--- config.mk ---
export PLATFORM = sky130hd
export DESIGN_NAME = dca_arbiter
export DESIGN_NICKNAME = d
export VERILOG_FILES = /design/src/logic/dca_pkg.sv /design/src/logic/dca_sync.sv /design/src/logic/dca_arbiter.sv
export SDC_FILE = /design/constraint.sdc
export NUM_CORES = 1
export LEC_CHECK = 0
export ABC_AREA = 1
export BUFFER_PORTS_ARGS = -buffer_cell sky130_fd_sc_hd__buf_2
export CAP_MARGIN = 40
export CORE_MARGIN = 4
export CORE_UTILIZATION = 35
export CTS_CLUSTER_DIAMETER = 100
export CTS_CLUSTER_SIZE = 8
export DETAILED_ROUTE_END_ITERATION = 10
export GPL_ROUTABILITY_DRIVEN = 0
export GPL_TIMING_DRIVEN = 0
export SYNTH_ARGS = -nofsm -noshare
export SYNTH_HDL_FRONTEND = slang
export SYNTH_SLANG_ARGS = --single-unit
--- constraint.sdc ---
create_clock -name mclk -period 1.7 [get_ports mclk]
set_input_delay 0.34 -clock mclk [delete_from_list [all_inputs] [get_ports mclk]]
set_output_delay 0.34 -clock mclk [all_outputs]
set_load 0.02 [all_outputs]
--- src/logic/dca_pkg.sv ---
/*
  Constants and state layout shared by the dual chip arbiter.
  Assumes a single 40 MHz clock and a 3-bit permission code bus.
*/
package dca_pkg;

  // ----------------------------------------------------------------
  // permission codes seen on the bus
  // ----------------------------------------------------------------
  localparam int CODE_W = 3;
  localparam logic [2:0] CODE_HOST_CONTROL = 3'h0;
  localparam logic [2:0] CODE_SHAR_RETURN = 3'h1;
  localparam logic [2:0] CODE_NONE_ALLOWED = 3'h2;
  localparam logic [2:0] CODE_ONE_CYCLE = 3'h3;
  localparam logic [2:0] CODE_NO_IO = 3'h4;
  localparam logic [2:0] CODE_ANY_TRANS = 3'h5;
  localparam logic [2:0] CODE_RET_ONLY = 3'h6;
  localparam logic [2:0] CODE_ATOMIC = 3'h7;

  // ----------------------------------------------------------------
  // pointer values and timing
  // ----------------------------------------------------------------
  localparam logic [1:0] PTR_INIT_ID0 = 2'h0;
  localparam logic [1:0] PTR_INIT_ID1 = 2'h2;
  localparam logic [1:0] PTR_STEP = 2'h1;
  localparam int SYNC_STAGES = 2;
  localparam int AGENT_ID_W = 3;
  localparam int CHIP_SEL_BIT = 2;

  // ----------------------------------------------------------------
  // arbiter state
  // ----------------------------------------------------------------
  typedef struct packed {
    logic [1:0] rr_ptr;
    logic [1:0] at_ptr;
    logic [1:0] pick;
    logic idle;
    logic drive;
    logic follow;
    logic dflt;
    logic [1:0] arb_out;
    logic excl_out;
    logic backoff;
    logic bo_armed;
    logic seq_on;
    logic seq_done;
  } dca_state_t;

  localparam dca_state_t STATE_RESET = '0;

endpackage : dca_pkg

--- src/logic/dca_sync.sv ---
/*
  Two-stage synchroniser for a bundle of level signals.
  Assumes each bit is a level that may change at any time.
*/
`timescale 1ns/1ps
module dca_sync #(
  parameter int WIDTH = 1
) (
  input wire logic mclk,
  input wire logic rst_b,
  input wire logic [WIDTH-1:0] d,
  output logic [WIDTH-1:0] q
);
  import dca_pkg::*;

  logic [WIDTH-1:0] meta_reg;

  // first stage feeds only the second stage
  always_ff @(posedge mclk or negedge rst_b) begin
    if (!rst_b) begin
      meta_reg <= '0;
      q <= '0;
    end else begin
      meta_reg <= d;
      q <= meta_reg;
    end
  end

endmodule : dca_sync

--- src/logic/dca_arbiter.sv ---
/*
  Arbitration logic for one of two mirrored bridge chips on a shared bus:
  round-robin pointer for return-only / single-cycle codes and an atomic
  pointer driven by exclusive-request lines traded with the peer chip.
  Assumes the peer chip runs this same logic and that its arbitration and
  exclusive lines arrive as asynchronous pins.
*/
// Summary of operation
// RL1: round-robin pointer: chip bit, adapter bit
// RL2: power-on values 00 or 10 by strap
// RL3: evaluate only in relevant round-robin phases
// RL4: no requester: no winner, pointer holds
// RL5: any requester wins; misfit drives idle
// RL6: every round-robin win advances pointer
// RL7: winner sets picks, idle, drive, claim
// RL8: adapter exclusive request raises outgoing line
// RL9: peer exclusive line feeds atomic decisions
// RL10: higher atomic priority keeps winning sequence
// RL11: loser withdraws until over plus any-trans
// RL12: atomic pointer: chip bit, adapter bit
// RL13: atomic pointer moves only at end/start
// RL14: sequence over: atomic code, no lines
// RL15: mistimed atomic arbitration drives idle
// RL16: picks show winner; none means idle
// RL17: follow-cycle claim on every win
// RL18: pick holds until adapter done pulse
// RL19: rotation goes to winner plus one
// RL20: atomic pointer starts like round-robin pointer
`timescale 1ns/1ps
module dca_arbiter (
  input wire logic mclk,
  input wire logic rst_b,
  input wire logic power_stable,
  input wire logic [dca_pkg::AGENT_ID_W-1:0] agent_id,
  input wire logic [dca_pkg::CODE_W-1:0] bus_permission_code,
  input wire logic long_trans,
  input wire logic [1:0] adapter_req,
  input wire logic [1:0] adapter_excl_req,
  input wire logic [1:0] adapter_can_issue,
  input wire logic [1:0] adapter_done,
  input wire logic [1:0] peer_arb_req,
  input wire logic peer_excl_req,
  output logic adapter0_pick,
  output logic adapter1_pick,
  output logic adapter_idle,
  output logic bus_drive_en,
  output logic follow_cycle_claim,
  output logic [1:0] arb_req_out,
  output logic excl_req_out
);
  import dca_pkg::*;

  // ----------------------------------------------------------------
  // helpers
  // ----------------------------------------------------------------

  // first set request at or after the pointer, cyclically
  function automatic logic [1:0] pick_first(input logic [3:0] req, input logic [1:0] ptr);
    logic [1:0] idx;
    logic [1:0] res;
    res = ptr;
    for (int i = 3; i >= 0; i--) begin
      idx = ptr + 2'(i);
      if (req[idx]) begin
        res = idx;
      end
    end
    return res;
  endfunction : pick_first

  // ----------------------------------------------------------------
  // input synchronisation
  // ----------------------------------------------------------------
  logic pwr_s;
  logic chip_id_s;
  logic [CODE_W-1:0] code_s;
  logic long_s;
  logic [1:0] peer_req_s;
  logic peer_ex_s;
  logic [1:0] own_req_d;
  logic own_ex_d;

  // pins from the bus and the peer chip
  dca_sync #(.WIDTH(CODE_W + 6)) u_pin_sync (
    .mclk(mclk),
    .rst_b(rst_b),
    .d({power_stable, agent_id[CHIP_SEL_BIT], bus_permission_code, long_trans, peer_arb_req, peer_excl_req}),
    .q({pwr_s, chip_id_s, code_s, long_s, peer_req_s, peer_ex_s})
  );

  // own outgoing lines delayed by the same amount, so both chips decide on identical views
  dca_sync #(.WIDTH(3)) u_own_delay (
    .mclk(mclk),
    .rst_b(rst_b),
    .d({arb_req_out, excl_req_out}),
    .q({own_req_d, own_ex_d})
  );

  // ----------------------------------------------------------------
  // state
  // ----------------------------------------------------------------
  dca_state_t st_reg;
  dca_state_t st_next;

  logic is_atomic;
  logic rr_phase;
  logic at_phase;
  logic seq_over;
  logic [3:0] rr_req;
  logic [3:0] ex_req;
  logic [1:0] win;
  logic local_busy;
  logic [1:0] own_req_m;
  logic [1:0] init_val;

  always_comb begin
    st_next = st_reg;
    is_atomic = (code_s == CODE_ATOMIC);
    local_busy = (st_reg.pick != 2'h0) || st_reg.idle;
    // the delayed copy of our own lines lags the win, so mask it while a local win still runs
    own_req_m = own_req_d & {2{!local_busy}};
    // index 0,1 local adapters, 2,3 peer adapters
    rr_req = {peer_req_s, own_req_m}; // RL1
    ex_req = {peer_ex_s & peer_req_s[1], peer_ex_s & ~peer_req_s[1], adapter_excl_req & {2{own_ex_d}}};
    rr_phase = pwr_s && (code_s == CODE_RET_ONLY || code_s == CODE_ONE_CYCLE)
               && !long_s && !st_reg.dflt; // RL3
    at_phase = pwr_s && is_atomic && !long_s && !st_reg.follow;
    seq_over = is_atomic && !own_ex_d && !peer_ex_s; // RL14
    win = pick_first(rr_req, st_reg.rr_ptr); // RL1
    init_val = chip_id_s ? PTR_INIT_ID1 : PTR_INIT_ID0;
    st_next.follow = 1'b0;
    st_next.dflt = 1'b0;

    // release a finished transfer; an idle win ends after its follow cycle
    if ((st_reg.pick[0] && adapter_done[0]) || (st_reg.pick[1] && adapter_done[1])) begin
      st_next.pick = 2'h0; // RL18
      st_next.drive = 1'b0; // RL18
    end
    if (st_reg.idle && !st_reg.follow) begin
      st_next.idle = 1'b0;
      st_next.drive = 1'b0;
    end

    if (!pwr_s) begin
      // power not yet stable: hold the mirrored power-on values
      st_next.rr_ptr = init_val; // RL2
      st_next.at_ptr = init_val; // RL20
    end else if (rr_phase && rr_req != 4'h0) begin // RL4
      st_next.rr_ptr = win + PTR_STEP; // RL6 RL19
      st_next.dflt = (code_s == CODE_RET_ONLY);
      if (!win[1]) begin
        st_next.drive = 1'b1; // RL7
        st_next.follow = 1'b1; // RL17
        // misfit or premature atomic request: idle instead of a transaction
        if (!adapter_can_issue[win[0]] || adapter_excl_req[win[0]]) begin
          st_next.idle = 1'b1; // RL5 RL15 RL16
        end else begin
          st_next.pick = win[0] ? 2'h2 : 2'h1; // RL7 RL16
        end
      end
    end else if (at_phase && (st_reg.seq_done || seq_over)) begin
      // code still atomic after the sequence: any local arbitration idles
      if (own_req_m != 2'h0) begin
        st_next.idle = 1'b1; // RL15
        st_next.drive = 1'b1;
        st_next.follow = 1'b1; // RL17
      end
    end else if (at_phase && !st_reg.at_ptr[1] && own_req_m[st_reg.at_ptr[0]]) begin // RL12
      // local owner keeps winning the atomic code
      st_next.drive = 1'b1; // RL10
      st_next.follow = 1'b1; // RL17
      if (adapter_can_issue[st_reg.at_ptr[0]]) begin
        st_next.pick = st_reg.at_ptr[0] ? 2'h2 : 2'h1; // RL10 RL16
      end else begin
        st_next.idle = 1'b1; // RL16
      end
    end

    // no new win while a local transfer is still running
    if (local_busy || st_next.pick != 2'h0 || st_next.idle) begin
      st_next.arb_out = 2'h0;
    end else begin
      st_next.arb_out = adapter_req;
    end

    // atomic pointer and sequence tracking
    if (pwr_s) begin
      if (is_atomic) begin
        if (st_reg.seq_on && seq_over) begin
          st_next.at_ptr = st_reg.at_ptr + PTR_STEP; // RL13 RL19
          st_next.seq_on = 1'b0;
          st_next.seq_done = 1'b1;
          st_next.bo_armed = st_reg.backoff;
        end else if (!st_reg.seq_done && !seq_over) begin
          st_next.seq_on = 1'b1; // pointer stays fixed here, RL13
        end
      end else begin
        st_next.seq_done = 1'b0;
        if (!st_reg.seq_on && ex_req != 4'h0) begin
          st_next.at_ptr = pick_first(ex_req, st_reg.at_ptr); // RL13 RL9 RL12
        end
      end
    end

    // both lines up and the peer holds atomic priority: withdraw
    if (own_ex_d && peer_ex_s && st_reg.at_ptr[1] && pwr_s) begin
      st_next.backoff = 1'b1; // RL11 RL9
    end
    if (st_reg.seq_on && seq_over && st_reg.backoff) begin
      st_next.bo_armed = 1'b1;
    end
    if (st_reg.bo_armed && code_s == CODE_ANY_TRANS) begin
      st_next.backoff = 1'b0; // RL11
      st_next.bo_armed = 1'b0;
    end
    st_next.excl_out = (adapter_excl_req != 2'h0) && !st_next.backoff; // RL8
  end

  // single state register; reset takes constants only, strap loads later
  always_ff @(posedge mclk or negedge rst_b) begin
    if (!rst_b) begin
      st_reg <= STATE_RESET;
    end else begin
      st_reg <= st_next;
    end
  end

  // ----------------------------------------------------------------
  // outputs straight from the state register
  // ----------------------------------------------------------------
  assign adapter0_pick = st_reg.pick[0];
  assign adapter1_pick = st_reg.pick[1];
  assign adapter_idle = st_reg.idle;
  assign bus_drive_en = st_reg.drive;
  assign follow_cycle_claim = st_reg.follow;
  assign arb_req_out = st_reg.arb_out;
  assign excl_req_out = st_reg.excl_out;

endmodule : dca_arbiter

# Yosys cells after proc, flatten, opt, wreduce, memory -nomap -nowiden
# Index checks and enable logic that the tools add are counted.
# Widths: inputs -> output; s select.
[word_totals]
regBits = 41
input_bits = 21
elab_cells = 172
[classes]
order_cmp = 10
reduce_logical = 57
n_addsub = 7
muxes = 68
bitwise = 5
eq_ne = 8
[ops]
columns = ["op", "count"]
rows = [
  ["$mux 2", 26],
  ["$mux 1", 27],
  ["$logic_and 1x1->1", 24],
  ["$lt 2x3->1 const B", 8],
  ["$bmux 1 s2", 8],
  ["$mux 5", 3],
  ["$logic_not 1->1", 12],
  ["$reduce_bool 2->1", 5],
  ["$eq 3x3->1 const B", 3],
  ["$mux 3", 3],
  ["$reduce_bool 3->1", 3],
  ["$add 2x2->2 const B", 4],
  ["$reduce_bool 4->1", 2],
  ["$logic_or 1x1->1", 7],
  ["$add 2x1->2 const B", 3],
  ["$mux 6", 1],
  ["$ne 6x6->1 const B", 1],
  ["$reduce_and 3->1", 2],
  ["$and 2x2->2", 2],
  ["$lt 1x2->1 const B", 2],
  ["$ne 4x4->1 const B", 1],
  ["$reduce_and 2->1", 2],
  ["$eq 3x2->1 const B", 1],
  ["$and 1x1->1", 2],
  ["other kinds (3)", 3],
]

# Depth between registers and ports, before layout
[logic_depth]
ltp_word = 22
depth_mapped = 20

# Cells and area by module
# From an unflattened synthesis, not the netlist that was laid out.
[hier_totals]
hier_cells = 240
area_unflattened_um2 = 2040.7
[modules_own_cells]
columns = ["mod", "area_per_inst_um2", "seq_area_each_um2", "instances", "cells_per_inst"]
rows = [
  ["dca_arbiter", 1440.1, 425.4, 1, 216],
  ["dca_sync (u_pin_sync)", 450.4, 450.4, 1, 18],
  ["dca_sync (u_own_delay)", 150.1, 150.1, 1, 6],
]

# Least setup slack after synthesis
# Ideal clock, no wire load.
[synth_path]
kind = "reg-to-reg"
from = "register st_reg, in the netlist adapter0_pick"
to = "register st_reg, in the netlist arb_req_out[0]"
arrival_time_ps = 1763
period_less_slack_ps = 1834
path_stages_with_launch = 15
setup_slack_ps = -134
setup_time_ps = 71
path_cell_list = "dfrtp_1 -> nor2_2 -> nand4_1 -> nand2_1 -> nand2_1 -> o21a_1 -> nand3_1 -> nand2_2 -> nand2_2 -> nand3_2 -> nand2_1 -> nand2_1 -> a21oi_2 -> nand2_1 -> nor2_1"
[synth_lines]
columns = ["element", "line", "rtl"]
rows = [
  ["start: declaration", "dca_arbiter.sv:102", "dca_state_t st_reg;"],
  ["start signal: assignment", "dca_arbiter.sv:224", "st_reg <= st_next;"],
]

# Final worst setup path
[layout_path]
from = "register st_reg, in the netlist adapter1_pick"
to = "register st_reg[16] in the netlist's numbering"
[layout_between]
elab_chain_cells = 13
word_cells_on_any_way = 22
classes_between = "add/sub: 1; eq/ne: 1; mux: 14; bitwise: 1; reduce/logical: 5"
[layout_lines]
columns = ["element", "line", "rtl"]
rows = [
  ["$reduce_bool 2->1 (*)", "dca_arbiter.sv:119", "local_busy = (st_reg.pick != 2'h0) || st_reg.idle;"],
  ["$logic_or 1x1->1 (*)", "dca_arbiter.sv:119", ""],
  ["$logic_not 1->1 (*)", "dca_arbiter.sv:121", "own_req_m = own_req_d & {2{!local_busy}};"],
  ["$and 2x2->2 (*)", "dca_arbiter.sv:121", ""],
  ["$bmux 1 s2", "dca_arbiter.sv:64", "if (req[idx]) begin"],
  ["$mux 1 (not written as such)", "dca_arbiter.sv:64", ""],
  ["$mux 2 (4 in a row)", "dca_arbiter.sv:64", ""],
  ["$add 2x1->2", "dca_arbiter.sv:149", "st_next.rr_ptr = win + PTR_STEP;"],
  ["$mux 2", "dca_arbiter.sv:148", "end else if (rr_phase && rr_req != 4'h0) begin"],
  ["$mux 2", "dca_arbiter.sv:144", "if (!pwr_s) begin"],
]
# Every way passes the cells marked *; elsewhere a longest branch is shown, timed or not. The select of a mux whose other input is x is not followed.
# A chain may end at the register's enable or synchronous reset.

==> impl_metrics.env <==
export IMPL_cellPowerDensity_nw_per_um2=1500
export IMPL_synth_compound_area_share_pct=11.3
export IMPL_worstHoldPathCells=1
export IMPL_cp_max_fo=4
export IMPL_dieArea_um2=7090
export IMPL_ios=29
export IMPL_ys_types=41
export IMPL_synth_edf_count=0
export IMPL_synth_top_family_by_area="simple AND/OR/NAND/NOR gates"
export IMPL_cts_max_level=2
export IMPL_p_leak_nw=1.40
export IMPL_fin_cells=364
export IMPL_fin_crit_ns=1.96
export IMPL_ys_ff_latch=41
export IMPL_synth_xor_area_share_pct=1.66
export IMPL_dr_pass1_iters=4
export IMPL_dp_final_hpwl_um=3240
export IMPL_syn_area_um2=2030
export IMPL_syn_nets=263
export IMPL_r2r_end="st_reg[16]"
export IMPL_post_route_util_pct=49.1
export IMPL_grt_pass1_vias=1728
export IMPL_cts_buffers=5
export IMPL_routed_via_density=4.77
export IMPL_rows=27
export IMPL_ys_flop_type="dfrtp_1"
export IMPL_hold_viol=0
export IMPL_yosysMostFrequentCell="nand2_1"
export IMPL_max_slew_margin_pct=73.7
export IMPL_slew_viol_final=0
export IMPL_core_um2=5570
export IMPL_antenna_found_initial=0
export IMPL_clk_pin_slew_worst_paths_ns=0.08
export IMPL_worstPathArrival_ns=2.11
export IMPL_ys_seq_area_share_pct=50.5
export IMPL_crit_required_ns=1.85
export IMPL_dpl_cell_count=341
export IMPL_rr_worst_depth=14
export IMPL_end_kind="flop"
export IMPL_yosysTopAreaCellShare_pct=50.5
export IMPL_die_h_um=84.2
export IMPL_synthTopCellsByArea="dfrtp_1 50%, nand2_1 11%, inv_1 5.9%, nor2_1 3.5%, nand3_1 2.7%"
export IMPL_hold_path_class="primary input to flop"
export IMPL_post_route_drc_count=0
export IMPL_synth_fa_ha_area_share_pct=0
export IMPL_multi_input_area_um2=1030
export IMPL_routed_wirelength_um=4410
export IMPL_reg2reg_slack_ns=-0.26
export IMPL_r2r_start="adapter1_pick"
export IMPL_min_delay_start="bus_permission_code[0]"
export IMPL_cts_tree="built"
export IMPL_path_class="flop to flop"
export IMPL_clock_skew_final_ns=0.00586
export IMPL_grt_usage_pct=13.4
export IMPL_finalPower_w=0.00410
export IMPL_port_buffers=26
export IMPL_cap_viol_max_count=0
export IMPL_vdd_drop_max_mv=0.753
export IMPL_finalSetupViolations=6
export IMPL_cp_cell_sequence="nor2_4 -> nand4_1 -> nand2_2 -> nand2_1 -> nand2_1 -> nand2_1 -> nand2_2 -> nand2_2 -> nand2_4 -> nand2_4 -> buf_4 -> buf_4 -> xor2_1 -> o221ai_1"
export IMPL_wl_per_cell_um=12.1
export IMPL_slowest_delay_ns=0.46
export IMPL_tightestPinTransition_ns=0.394
export IMPL_ant_nets=0
export IMPL_yosys_area_share_simple_pct=27.4
export IMPL_grt_max_degree=27
export IMPL_finalCritPeriodShare_pct=115
export IMPL_overflow=0
export IMPL_synthMuxAreaShare_pct=0.492
export IMPL_syn_inst=242
export IMPL_place_ws_ns=-0.317
export IMPL_drtIter0Drc=124
export IMPL_die_x_um=84.2
export IMPL_fmax_mhz=510
export IMPL_nets=312
export IMPL_synth_yosys_warnings=0
export IMPL_syn_to_final_growth_pct=34.5
export IMPL_grt_first_pass_wirelength_um=7730
export IMPL_worstHoldEndpoint="u_pin_sync.meta_reg[4]"
export IMPL_status="complete, but fails checks"
export IMPL_antenna_cells=0
export IMPL_critPathLaunchType="flop"
export IMPL_layout_setup_ws_ns=-0.261
export IMPL_clock_latency_ns=0.29
export IMPL_cp_slowest_cell="dfrtp_2"
export IMPL_cts_root_buf="clkbuf_8"
export IMPL_regArea_um2=1030
export IMPL_avgSynthCellArea_um2=8.40
export IMPL_drive_above_1_share_pct=39.4
export IMPL_start_util_pct=36.5
export IMPL_cts_max_path_buffers=2
export IMPL_violations="setup timing"
export IMPL_yosysTopAreaCell="dfrtp_1"
export IMPL_cts_sinks=41
export IMPL_rsz0062_at_grt="true"
export IMPL_async_flop_share_pct=100
export IMPL_synth_commonest_cells="62 x nand2_1, 41 x dfrtp_1, 32 x inv_1, 19 x nor2_1, 11 x nand3_1"
export IMPL_fillCellCount=542
export IMPL_num_vias=1736
layout make-up:
class	instances	area share, %
inverter	37	5.63
timing repair buffer	42	9.84
clock buffer	5	2.52
tap	72	3.29
multi-input combinational	159	37.5
clock inverter	3	1.60
buffer	5	1.78
sequential	41	37.8
repair_timing:
| action | 4_1_cts | 5_1_grt |
|---|---|---|
| endpoints found under the setup margin | 10 | 10 |
| hold endpoints to repair | 15 | 0 |
| resized for setup | 24 | 39 |
| buffers inserted | 5 | 9 |
| pin swaps | 5 | 12 |
| hold buffers | 1 | 0 |
logic make-up (layout without fill, tap and decap cells):
family,Yosys count,in the layout
XOR/XNOR,3,3
flip-flops,41,41
AND/OR/NAND/NOR,119,119
multiplexers,1,1
buffers and inverters,42,92
AO/OA/AOI/OAI,36,36
how the worst max path moves through the flow:
| stage | cells after the start | start | to |
|---|---|---|---|
| after CTS | 17 | adapter0_pick | arb_req_out[0] |
| after global placement | 15 | u_pin_sync.q[8] | arb_req_out[0] |
| after detailed placement | 15 | u_pin_sync.q[8] | arb_req_out[0] |
| after global routing | 17 | adapter1_pick | arb_req_out[0] |
| after floorplan | 17 | adapter1_pick | arb_req_out[0] |
| final | 14 | adapter1_pick | st_reg[16] |
power by group:
part	switching (W)	internal [W]
Clock	0.000345	0.000440
Combinational	0.00111	0.000841
Sequential	0.000175	0.00118
metrics by stage:
stage	TNS, ns	cell area (µm²)	hold slack, ns
2_1_floorplan	-0.111	2050	0.0444
3_5_place_dp	-1.59	2290	0.291
5_1_grt	-2.25	2740	0.130
6_report	-0.958	2740	0.144
3_3_place_gp	-1.34	2270	0.332
4_1_cts	-0.664	2530	0.133
cell usage in the layout, fill, tap and decap left out, types with 5 or more instances in the layout:
| master | netlist | final |
|---|---|---|
| buf_2 | 1 | 26 |
| nand2_1 | 62 | 50 |
| clkbuf_8 | 0 | 5 |
| nand3_1 | 11 | 8 |
| nand2_2 | 6 | 14 |
| inv_1 | 32 | 27 |
| buf_4 | 3 | 15 |
| inv_2 | 3 | 7 |
| dfrtp_1 | 41 | 34 |
| nand4_1 | 6 | 6 |
| o21ai_1 | 2 | 5 |
| a21oi_1 | 10 | 7 |
| dfrtp_2 | 0 | 7 |
| nand2_4 | 1 | 5 |
| nor2_1 | 19 | 15 |
metal layers:
layer | part of all wire [%] | vias to the layer above | track usage (%) | routed length (µm)
li1 | - | 887 | - | -
met4 | 1.6 | 0 | 5.41 | 72
met1 | 45 | 816 | 17.3 | 2000
met2 | 50 | 25 | 22.0 | 2210
met3 | 3.0 | 8 | 2.75 | 133
met5 | 0 | - | 0 | 0
critical path: cells and delay by family (launching register included):
kind	cells	cell delay [ns]
buffers and inverters	2	0.26
XOR/XNOR	1	0.13
flip-flops	1	0.46
AND/OR/NAND/NOR	10	0.85
AO/OA/AOI/OAI	1	0.12
Note: power is estimated with default switching activity, not from simulation.
